**src/logic/afr_pkg.sv**
```systemverilog
`default_nettype none
package afr_pkg;
  // register port geometry
  localparam int ADDR_W = 8;
  localparam int DATA_W = 32;
  localparam int BE_W   = 4;

  // register byte addresses
  localparam logic [ADDR_W-1:0] OFS_FRAME_LIMIT = 8'h2C;
  localparam logic [ADDR_W-1:0] OFS_FRAME_TALLY = 8'h30;
  localparam logic [ADDR_W-1:0] OFS_IRQ_STATUS  = 8'h40;
  localparam logic [ADDR_W-1:0] OFS_IRQ_MASK    = 8'h44;
  localparam logic [ADDR_W-1:0] OFS_AUX_ROUTING = 8'hD0;
  localparam logic [ADDR_W-1:0] OFS_BUF_WORDS   = 8'hE0;

  // reset values
  localparam logic [DATA_W-1:0] RST_WORD    = 32'h0000_0000;
  localparam int                ROUTING_W   = 8;
  localparam logic [ROUTING_W-1:0] RST_ROUTING = 8'h00;

  // routing fields
  localparam int SRC_W            = 3;
  localparam int NUM_SRC          = 8;
  localparam int A_SRC_LSB        = 0;
  localparam int A_STRETCH_BIT    = 3;
  localparam int B_SRC_LSB        = 4;
  localparam int B_STRETCH_BIT    = 7;

  // output b source codes
  localparam int SRC_B_CTR2       = 0;
  localparam int SRC_B_OUT_BIT5   = 1;
  localparam int SRC_B_SAMPLE     = 2;
  localparam int SRC_B_ACTIVE     = 3;
  localparam int SRC_B_FRAME_TMR  = 4;
  localparam int SRC_B_IRQ_CNT    = 5;
  localparam int SRC_B_ZERO       = 6;
  localparam int SRC_B_WAIT_RDY   = 7;

  // output a source codes
  localparam int SRC_A_CTR0       = 0;
  localparam int SRC_A_OUT_BIT4   = 1;
  localparam int SRC_A_TRIG_END   = 2;
  localparam int SRC_A_TRIG_START = 3;
  localparam int SRC_A_THRESH_MAX = 4;
  localparam int SRC_A_ACTIVE     = 5;
  localparam int SRC_A_MSB_DECODE = 6;
  localparam int SRC_A_IRQ        = 7;

  // interrupt status bits
  localparam int IRQ_W         = 2;
  localparam int IRQ_MATCH_BIT = 0;
  localparam int IRQ_WRAP_BIT  = 1;

  // pulse stretch timing
  localparam int CLK_PERIOD_NS  = 4;
  localparam int STRETCH_NS     = 100;
  localparam int STRETCH_CYCLES = (STRETCH_NS + CLK_PERIOD_NS - 1) / CLK_PERIOD_NS;
  localparam int STRETCH_CNT_W  = 5;
  localparam logic [STRETCH_CNT_W-1:0] STRETCH_LOAD = STRETCH_CNT_W'(STRETCH_CYCLES - 1);

  // byte-enable merge of a write into a stored word
  function automatic logic [DATA_W-1:0] be_merge(input logic [DATA_W-1:0] old_v,
                                                  input logic [DATA_W-1:0] new_v,
                                                  input logic [BE_W-1:0]   be);
    logic [DATA_W-1:0] m;
    m = '0;
    for (int i = 0; i < BE_W; i++) begin
      m[i*8 +: 8] = {8{be[i]}};
    end
    return (old_v & ~m) | (new_v & m);
  endfunction
endpackage
`default_nettype wire

```
**src/logic/afr_aux_if.sv**
```systemverilog
`timescale 1ns/1ps
`default_nettype none
interface afr_aux_if;
  logic [afr_pkg::SRC_W-1:0]   source;
  logic                        stretch;
  logic [afr_pkg::NUM_SRC-1:0] sources;
  logic                        aux_out;

  modport cfg (output source, output stretch, output sources, input aux_out);
  modport drv (input source, input stretch, input sources, output aux_out);
endinterface
`default_nettype wire

```
**src/logic/afr_sync.sv**
```systemverilog
`timescale 1ns/1ps
`default_nettype none
module afr_sync (
  // clock and reset
  input  wire logic clock,
  input  wire logic rst,
  // pin in, clean level out
  input  wire logic pin_in,
  output logic      level_out
);
  logic s1_r;
  logic s2_r;
  logic s3_r;

  // three stages, level taken once stages two and three agree
  always_ff @(posedge clock or posedge rst) begin
    if (rst) begin
      s1_r <= 1'h0;
      s2_r <= 1'h0;
      s3_r <= 1'h0;
    end else begin
      s1_r <= pin_in;
      s2_r <= s1_r;
      s3_r <= s2_r;
    end
  end

  always_ff @(posedge clock or posedge rst) begin
    if (rst) begin
      level_out <= 1'h0;
    end else if (s2_r == s3_r) begin
      level_out <= s3_r;
    end
  end
endmodule
`default_nettype wire

```
**src/logic/afr_stretch.sv**
```systemverilog
`timescale 1ns/1ps
`default_nettype none
module afr_stretch (
  // clock and reset
  input  wire logic clock,
  input  wire logic rst,
  // routing and output
  afr_aux_if.drv    aux
);
  logic                              sel;
  logic                              sel_d_r;
  logic                              fall;
  logic [afr_pkg::STRETCH_CNT_W-1:0] cnt_r;

  assign sel  = aux.sources[aux.source];
  assign fall = aux.stretch && sel_d_r && !sel;

  always_ff @(posedge clock or posedge rst) begin
    if (rst) begin
      sel_d_r <= 1'h0;
    end else begin
      sel_d_r <= sel;
    end
  end

  // hold-off counter after the selected signal falls
  always_ff @(posedge clock or posedge rst) begin
    if (rst) begin
      cnt_r <= '0;
    end else if (!aux.stretch) begin
      cnt_r <= '0;
    end else if (fall) begin
      cnt_r <= afr_pkg::STRETCH_LOAD;
    end else if (cnt_r != '0) begin
      cnt_r <= cnt_r - 1'h1;
    end
  end

  // registered output, extended only with stretch on
  always_ff @(posedge clock or posedge rst) begin
    if (rst) begin
      aux.aux_out <= 1'h0;
    end else begin
      aux.aux_out <= sel || fall || (aux.stretch && cnt_r != '0);
    end
  end
endmodule
`default_nettype wire

```
**src/logic/afr_top.sv**
```systemverilog
// Behaviour
// - while the frame tally equals a nonzero frame limit the match output is high.
// - the frame limit is a 32-bit read-write word, zero at reset, writable per byte lane.
// - the tally counts samples with burst mode off and completed frames with it on.
// - the frame tally is a read-only 32-bit word, zero after reset.
// - the routing register keeps output b fields in bits 7 to 4 and output a in bits 3 to 0.
// - the upper routing byte is ignored and has no effect.
// - with a stretch bit set the selected signal is lengthened by about 100 ns.
// - output b codes select counter 2, bit 5, sample, active, frame timer, irq inc, zero, wait.
// - output a codes select counter 0, bit 4, delay end, start, threshold, active, decode, irq.
// - the buffer word count is a read-only 32-bit word, zero at reset, giving waiting words.
`timescale 1ns/1ps
`default_nettype none
module afr_top (
  // clock and reset
  input  wire logic                         clock,
  input  wire logic                         rst,
  // register port
  input  wire logic [afr_pkg::ADDR_W-1:0]   reg_addr,
  input  wire logic [afr_pkg::DATA_W-1:0]   reg_wdata,
  input  wire logic [afr_pkg::BE_W-1:0]     reg_be,
  input  wire logic                         reg_wr,
  input  wire logic                         reg_rd,
  output logic      [afr_pkg::DATA_W-1:0]   reg_rdata,
  // acquisition events
  input  wire logic                         burst_mode,
  input  wire logic                         acq_arm,
  input  wire logic                         sample_done,
  input  wire logic                         frame_done,
  input  wire logic [afr_pkg::DATA_W-1:0]   buffer_words_in,
  // routing sources
  input  wire logic                         ctr0_out,
  input  wire logic                         ctr2_out,
  input  wire logic                         digital_output_bit4,
  input  wire logic                         digital_output_bit5,
  input  wire logic                         sample_burst_pulse,
  input  wire logic                         sampling_active,
  input  wire logic                         frame_timer_out,
  input  wire logic                         irq_count_inc,
  input  wire logic                         bus_wait_ready_pin,
  input  wire logic                         trig_delay_end,
  input  wire logic                         trig_delay_start,
  input  wire logic                         thresh_count_max,
  input  wire logic                         data_high_decode,
  input  wire logic                         board_irq,
  // results
  output logic                              frame_match,
  output logic                              irq,
  output logic                              aux_output_a,
  output logic                              aux_output_b
);
  logic [afr_pkg::DATA_W-1:0]    frame_limit_value_r;
  logic [afr_pkg::DATA_W-1:0]    frame_limit_value_nxt;
  logic [afr_pkg::DATA_W-1:0]    frame_tally_r;
  logic [afr_pkg::DATA_W-1:0]    frame_tally_nxt;
  logic [afr_pkg::ROUTING_W-1:0] routing_r;
  logic [afr_pkg::DATA_W-1:0]    buffer_word_count_r;
  logic [afr_pkg::IRQ_W-1:0]     irq_status_r;
  logic [afr_pkg::IRQ_W-1:0]     irq_status_nxt;
  logic [afr_pkg::IRQ_W-1:0]     irq_mask_r;
  logic [afr_pkg::IRQ_W-1:0]     irq_events;
  logic [afr_pkg::IRQ_W-1:0]     irq_clear;
  logic [afr_pkg::DATA_W-1:0]    rd_mux;
  logic [afr_pkg::DATA_W-1:0]    routing_merged;
  logic                          count_evt;
  logic                          match_nxt;
  logic                          tally_wrap;
  logic                          bus_wait_ready;
  logic                          wr_limit;
  logic                          wr_routing;
  logic                          wr_status;
  logic                          wr_mask;

  afr_aux_if aux_a ();
  afr_aux_if aux_b ();

  assign wr_limit   = reg_wr && reg_addr == afr_pkg::OFS_FRAME_LIMIT;
  assign wr_routing = reg_wr && reg_addr == afr_pkg::OFS_AUX_ROUTING;
  assign wr_status  = reg_wr && reg_addr == afr_pkg::OFS_IRQ_STATUS;
  assign wr_mask    = reg_wr && reg_addr == afr_pkg::OFS_IRQ_MASK;

  // frame limit, byte-lane writes
  always_comb begin
    frame_limit_value_nxt = frame_limit_value_r;
    if (wr_limit) begin
      frame_limit_value_nxt = afr_pkg::be_merge(frame_limit_value_r, reg_wdata, reg_be);
    end
  end

  always_ff @(posedge clock or posedge rst) begin
    if (rst) begin
      frame_limit_value_r <= afr_pkg::RST_WORD;
    end else begin
      frame_limit_value_r <= frame_limit_value_nxt;
    end
  end

  // frame tally
  assign count_evt  = burst_mode ? frame_done : sample_done;
  assign tally_wrap = count_evt && !acq_arm && (&frame_tally_r);

  always_comb begin
    frame_tally_nxt = frame_tally_r;
    if (acq_arm) begin
      frame_tally_nxt = '0;
    end else if (count_evt) begin
      frame_tally_nxt = frame_tally_r + 32'h0000_0001;
    end
  end

  always_ff @(posedge clock or posedge rst) begin
    if (rst) begin
      frame_tally_r <= afr_pkg::RST_WORD;
    end else begin
      frame_tally_r <= frame_tally_nxt;
    end
  end

  // limit compare
  assign match_nxt = (frame_limit_value_nxt != '0) && (frame_tally_nxt == frame_limit_value_nxt);

  always_ff @(posedge clock or posedge rst) begin
    if (rst) begin
      frame_match <= 1'h0;
    end else begin
      frame_match <= match_nxt;
    end
  end

  // routing register, low byte only
  assign routing_merged = afr_pkg::be_merge({24'h00_0000, routing_r}, reg_wdata, reg_be);

  always_ff @(posedge clock or posedge rst) begin
    if (rst) begin
      routing_r <= afr_pkg::RST_ROUTING;
    end else if (wr_routing) begin
      routing_r <= routing_merged[afr_pkg::ROUTING_W-1:0];
    end
  end

  // buffer word count
  always_ff @(posedge clock or posedge rst) begin
    if (rst) begin
      buffer_word_count_r <= afr_pkg::RST_WORD;
    end else begin
      buffer_word_count_r <= buffer_words_in;
    end
  end

  // interrupt status, set wins over clear
  assign irq_events[afr_pkg::IRQ_MATCH_BIT] = match_nxt && !frame_match;
  assign irq_events[afr_pkg::IRQ_WRAP_BIT]  = tally_wrap;
  assign irq_clear = (wr_status && reg_be[0]) ? reg_wdata[afr_pkg::IRQ_W-1:0] : '0;
  assign irq_status_nxt = (irq_status_r & ~irq_clear) | irq_events;

  always_ff @(posedge clock or posedge rst) begin
    if (rst) begin
      irq_status_r <= '0;
    end else begin
      irq_status_r <= irq_status_nxt;
    end
  end

  always_ff @(posedge clock or posedge rst) begin
    if (rst) begin
      irq_mask_r <= '0;
    end else if (wr_mask && reg_be[0]) begin
      irq_mask_r <= reg_wdata[afr_pkg::IRQ_W-1:0];
    end
  end

  always_ff @(posedge clock or posedge rst) begin
    if (rst) begin
      irq <= 1'h0;
    end else begin
      irq <= |(irq_status_nxt & irq_mask_r);
    end
  end

  // read data, valid the cycle after the strobe only
  always_comb begin
    rd_mux = '0;
    case (reg_addr)
      afr_pkg::OFS_FRAME_LIMIT: rd_mux = frame_limit_value_r;
      afr_pkg::OFS_FRAME_TALLY: rd_mux = frame_tally_r;
      afr_pkg::OFS_IRQ_STATUS:  rd_mux[afr_pkg::IRQ_W-1:0] = irq_status_r;
      afr_pkg::OFS_IRQ_MASK:    rd_mux[afr_pkg::IRQ_W-1:0] = irq_mask_r;
      afr_pkg::OFS_AUX_ROUTING: rd_mux[afr_pkg::ROUTING_W-1:0] = routing_r;
      afr_pkg::OFS_BUF_WORDS:   rd_mux = buffer_word_count_r;
      default:                  rd_mux = '0;
    endcase
  end

  always_ff @(posedge clock or posedge rst) begin
    if (rst) begin
      reg_rdata <= '0;
    end else if (reg_rd) begin
      reg_rdata <= rd_mux;
    end else begin
      reg_rdata <= '0;
    end
  end

  // wait-ready arrives from the bus pin
  afr_sync u_wait_sync (
    .clock     (clock),
    .rst       (rst),
    .pin_in    (bus_wait_ready_pin),
    .level_out (bus_wait_ready)
  );

  // output a routing
  always_comb begin
    aux_a.sources = '0;
    aux_a.sources[afr_pkg::SRC_A_CTR0]       = ctr0_out;
    aux_a.sources[afr_pkg::SRC_A_OUT_BIT4]   = digital_output_bit4;
    aux_a.sources[afr_pkg::SRC_A_TRIG_END]   = trig_delay_end;
    aux_a.sources[afr_pkg::SRC_A_TRIG_START] = trig_delay_start;
    aux_a.sources[afr_pkg::SRC_A_THRESH_MAX] = thresh_count_max;
    aux_a.sources[afr_pkg::SRC_A_ACTIVE]     = sampling_active;
    aux_a.sources[afr_pkg::SRC_A_MSB_DECODE] = data_high_decode;
    aux_a.sources[afr_pkg::SRC_A_IRQ]        = board_irq;
  end
  assign aux_a.source  = routing_r[afr_pkg::A_SRC_LSB +: afr_pkg::SRC_W];
  assign aux_a.stretch = routing_r[afr_pkg::A_STRETCH_BIT];

  // output b routing
  always_comb begin
    aux_b.sources = '0;
    aux_b.sources[afr_pkg::SRC_B_CTR2]      = ctr2_out;
    aux_b.sources[afr_pkg::SRC_B_OUT_BIT5]  = digital_output_bit5;
    aux_b.sources[afr_pkg::SRC_B_SAMPLE]    = sample_burst_pulse;
    aux_b.sources[afr_pkg::SRC_B_ACTIVE]    = sampling_active;
    aux_b.sources[afr_pkg::SRC_B_FRAME_TMR] = frame_timer_out;
    aux_b.sources[afr_pkg::SRC_B_IRQ_CNT]   = irq_count_inc;
    aux_b.sources[afr_pkg::SRC_B_ZERO]      = 1'h0;
    aux_b.sources[afr_pkg::SRC_B_WAIT_RDY]  = bus_wait_ready;
  end
  assign aux_b.source  = routing_r[afr_pkg::B_SRC_LSB +: afr_pkg::SRC_W];
  assign aux_b.stretch = routing_r[afr_pkg::B_STRETCH_BIT];

  afr_stretch u_stretch_a (
    .clock (clock),
    .rst   (rst),
    .aux   (aux_a)
  );

  afr_stretch u_stretch_b (
    .clock (clock),
    .rst   (rst),
    .aux   (aux_b)
  );

  assign aux_output_a = aux_a.aux_out;
  assign aux_output_b = aux_b.aux_out;
endmodule
`default_nettype wire

```
**config.mk**
```make
export PLATFORM = sky130hd
export DESIGN_NAME = afr_top
export DESIGN_NICKNAME = d
export VERILOG_FILES = /design/src/logic/afr_pkg.sv /design/src/logic/afr_aux_if.sv /design/src/logic/afr_sync.sv /design/src/logic/afr_stretch.sv /design/src/logic/afr_top.sv
export SDC_FILE = /design/constraint.sdc
export NUM_CORES = 1
export LEC_CHECK = 0
export BUFFER_PORTS_ARGS = -buffer_cell sky130_fd_sc_hd__buf_2
export CORE_AREA = 2 2 103 154
export DETAILED_ROUTE_END_ITERATION = 6
export DIE_AREA = 0 0 105 156
export GPL_ROUTABILITY_DRIVEN = 1
export PLACE_DENSITY_LB_ADDON = 0.05
export RECOVER_POWER = 100
export SLEW_MARGIN = 20
export SYNTH_ARGS = -nofsm -noshare
export SYNTH_HDL_FRONTEND = slang
export SYNTH_SLANG_ARGS = --single-unit
```
**constraint.sdc**
```tcl
create_clock -name clock -period 4.8 [get_ports clock]
set_input_delay 0.48 -clock clock [delete_from_list [all_inputs] [get_ports clock]]
set_output_delay 0.48 -clock clock [all_outputs]
set_load 0.1 [all_outputs]
```
==> key figures <==
STA
  – Slew HR: -68.08%
  – Total negative setup slack: 0 ps
  – Tmin final: 4056 ps
  – Fin. Hold Viols: 0
  – Final Hold Slack: about 150 ps
  – Least-Margin Pin Slew: roughly 2500 ps
  – Max Fclk: roughly 0.25 GHz
  – Unrepaired setup endpoints after global routing: false
  – Period utilisation layout: between 80 and 90%
  – Max Clock Skew: just under 8 ps
  – Final setup fails: 0
  – Fin. max-slew vios: between 200 and 250

Yosys
  – Syn nets: roughly 800
  – Sequential element share of the synthesized area: ~53%
  – Syn Area/Cell: ~11 um^2
  – Post-synthesis cell type count: 59
  – Top FF cell, synth: dfrtp_1
  – Post-synth ARST share: between 90% and 100%
  – Post-synth EDFFs: 0
  – YS warnings: 0
  – Syn Std Cell Area: about 0.0075 mm^2
  – #FFs+latches synth: 160
  – Post-Synthesis Cells: between 600 and 700

Clocking
  – Clock Latency Late Sink: 430 ps
  – TritonCTS Buffers: 17
  – Post-CTS sizing: 0
  – H-tree Lvls: 4
  – Setup bufs post-CTS: 0
  – Clock-pin slew on the worst setup and hold paths: approximately 60 ps
  – CTS tree: done
  – Max Root-Sink Buffers: 2
  – Clock root cell: clkbuf_16
  – Post-CTS Hold Buffers: 0
  – Clock sinks: 160

Routing
  – Antenna Nets Post-Route: 0
  – DRC violations left: 0
  – DR vias: roughly 6,000
  – Number of vias per cell: between 5 and 6
  – First drt pass iteration count: 5
  – Wire length per cell: 18.75 um
  – Starting DRC count in detailed routing: 335
  – Final WL: 19,410 um

Outcome
  – Outcome: finished with violations
  – Failing checks: max-capacitance violations, max-slew violations

Critical path
  – Reg2Reg Setup Slack: about 740 ps
  – CP dominant cell by count: or4_1
  – Slowest stage delay, CP: about 900 ps
  – Critical Path, Cell by Cell: nand4_1 -> or4_1 -> or4_1 -> a21oi_1 -> xor2_1 -> or4_1 -> or3_1 -> nor4_2 -> a21o_1
  – Worst EP required: 5160 ps
  – Type of origin of the critical path: flip-flop
  – Crit. End Element: flip-flop
  – WS Path Type: flip-flop to flip-flop
  – Data arrival, critical path: approximately 4400 ps
  – CP max stage cell: or4_1
  – Critical path fanouts, max: 21

Final layout
  – Register area: approximately 0.004 mm^2
  – Area of the multi-input gates: around 0.0033 mm^2
  – Layout cell share with drive strength beyond 1: between 15 and 20%
  – # fillers: around 1,300
  – Commonest non-fill, non-tap cell in the layout: dfrtp_1
  – Ant. Diodes: 0
  – Commonest cells after routing, fill and taps aside: dfrtp_1 (160), buf_2 (92), nand2_1 (63)
  – NumNets Final: roughly 900
  – Area growth syn-to-layout: 18.69%

Power
  – Switch share: between 20% and 30%
  – PD cells: approximately 330 mW/mm^2
  – Logic pwr share: between 7 and 8%
  – Sw Pwr: 700.5 uW
  – Clock power frac: 44.8%
  – VDD IR max: about 0.00027 V
  – Internal power: ~2.3 mW
  – Seq pwr share: 47.5%
  – P_leak: just over 4 nW

Job
  – Max Cap Viol: 3

GRT
  – Total global-route track usage: around 25%
  – Vias in the first global route: 6,068
  – Largest net degree at the start of global routing: around 120
  – First-pass GRT wire length: 31,480 um
  – Initial antenna violation count: 0
  – Remaining global-route overflow: 0

Place
  – Port Buf Inserts: between 100 and 150
  – Post-DP HPWL: 14,100 um
  – Placer Congestion: slightly below 0.9

Die
  – I/O pin count: about 130
  – Initial Utilization: about 50%
  – Total Die Area: roughly 0.016 mm^2
  – FP Rows: between 50 and 60
  – Die width: ~110 um
  – Core ar.: 0.01500 mm^2
  – Chip Height: ~160 um

Worst hold path
  – HP Class: primary input to flip-flop
## final timing paths
check | startpoint | depth (start not counted) | endpoint
worst max-delay path | frame_tally_r[7]$_DFF_PP0_ | 9 | irq_status_r[0]$_DFF_PP0_
worst min-delay path | buffer_words_in[24] | 1 | buffer_word_count_r[24]$_DFF_PP0_
worst max register to register | frame_tally_r[7]$_DFF_PP0_ | 9 | irq_status_r[0]$_DFF_PP0_
worst min register to register | u_wait_sync.s1_r$_DFF_PP0_ | 0 | u_wait_sync.s2_r$_DFF_PP0_
max in group asynchronous | rst | 3 | frame_limit_value_r[31]$_DFF_PP0_
min in group asynchronous | rst | 2 | u_stretch_a.cnt_r[3]$_DFFE_PP0P_
## power groups by stage
stage	clock network [mW]	logic [mW]	registers (mW)
global route	1.41	0.251	1.41
CTS	1.35	0.234	1.40
floorplan	0	0.113	1.45
global placement	0	0.229	1.43
detailed placement	0	0.234	1.43
finish	1.32	0.228	1.40
## cells in the mapped netlist, types with 4 or more instances
| cell type | count | share of area (%) |
|---|---|---|
| mux2i_1 | 12 | 1.6 |
| nor3b_1 | 4 | 0.40 |
| xnor2_1 | 22 | 2.6 |
| a22oi_1 | 27 | 2.7 |
| o31ai_1 | 6 | 0.60 |
| a222oi_1 | 7 | 0.93 |
| and4_1 | 4 | 0.47 |
| dfrtp_1 | 160 | 53 |
| nand4_1 | 8 | 0.67 |
| mux2_2 | 45 | 6.7 |
| nor4b_1 | 7 | 0.82 |
| nor3_1 | 19 | 1.3 |
| inv_1 | 24 | 1.2 |
| nor2_1 | 37 | 1.8 |
| or3_1 | 6 | 0.50 |
| and3_1 | 10 | 0.83 |
| a21oi_1 | 40 | 2.7 |
| buf_1 | 4 | 0.20 |
| nand4b_1 | 4 | 0.47 |
| nand3_1 | 17 | 1.1 |
| clkbuf_1 | 20 | 1.0 |
| nand2_1 | 63 | 3.1 |
| or4_1 | 9 | 0.90 |
| and2_1 | 6 | 0.50 |
| ha_1 | 5 | 0.83 |
| nor2b_1 | 16 | 1.3 |
| a21boi_0 | 4 | 0.40 |
| xor2_1 | 21 | 2.4 |
| nor4_1 | 26 | 2.2 |
| o21ai_0 | 11 | 0.73 |
## metal layers
metal | track usage (%) | up-vias | part of all wire (%)
met5 | 0 | - | 0
met4 | 9.079 | 0 | 2.3
met3 | 4.511 | 31 | 4.2
met2 | 44.56 | 199 | 54
met1 | 29.67 | 2984 | 40
li1 | - | 2793 | -
## cell type report
class                   count  share of cell area [%]
repair buffers            142                   7.404
inverters                  25                   1.094
flip-flops and latches    160                   44.87
clock inverters             9                   1.206
clock buffers              23                   5.245
multi-input cells         477                   37.39
well taps                 199                   2.791
## sequential cells by signal, summed over array words and instances, names as in the netlist, 2 cells and up, named ones only
name,count
u_stretch_b.cnt_r,5
u_stretch_a.cnt_r,5
frame_tally_r,32
irq_mask_r,2
reg_rdata,32
buffer_word_count_r,32
irq_status_r,2
frame_limit_value_r,32
## stage by stage
| step | utilization, % | cells | total power [mW] | worst slack, ps | cell area, um^2 |
|---|---|---|---|---|---|
| after detailed placement | 56.21 | 1003 | 1.663 | 955.1 | 8432 |
| after floorplan | - | 688 | 1.563 | 0.08438 | 7517 |
| after global placement | 56.21 | 1003 | 1.658 | 1090 | 8432 |
| after CTS | 60.04 | 1035 | 2.989 | 1110 | 9007 |
| after global routing | 59.47 | 1035 | 3.073 | 569.9 | 8922 |
| final | 59.47 | 1035 | 2.957 | 743.7 | 8922 |
## critical path, delay by kind of cell, from the launching register on
kind / cells / cell delay [ps]
AO/OA/AOI/OAI: 2 / 420
XOR/XNOR: 1 / 150
flip-flops: 1 / 470
AND/OR/NAND/NOR: 6 / 2940
## cell families after synthesis
logic type               synth area share, %
AO/OA/AOI/OAI                          10.39
XOR/XNOR                               5.310
adder cells (fa/ha/maj)               0.9654
buffers and inverters                  2.580
flip-flops                             53.26
multiplexers                           9.388
AND/OR/NAND/NOR                        18.11
Note: power is estimated with default switching activity, not from simulation.
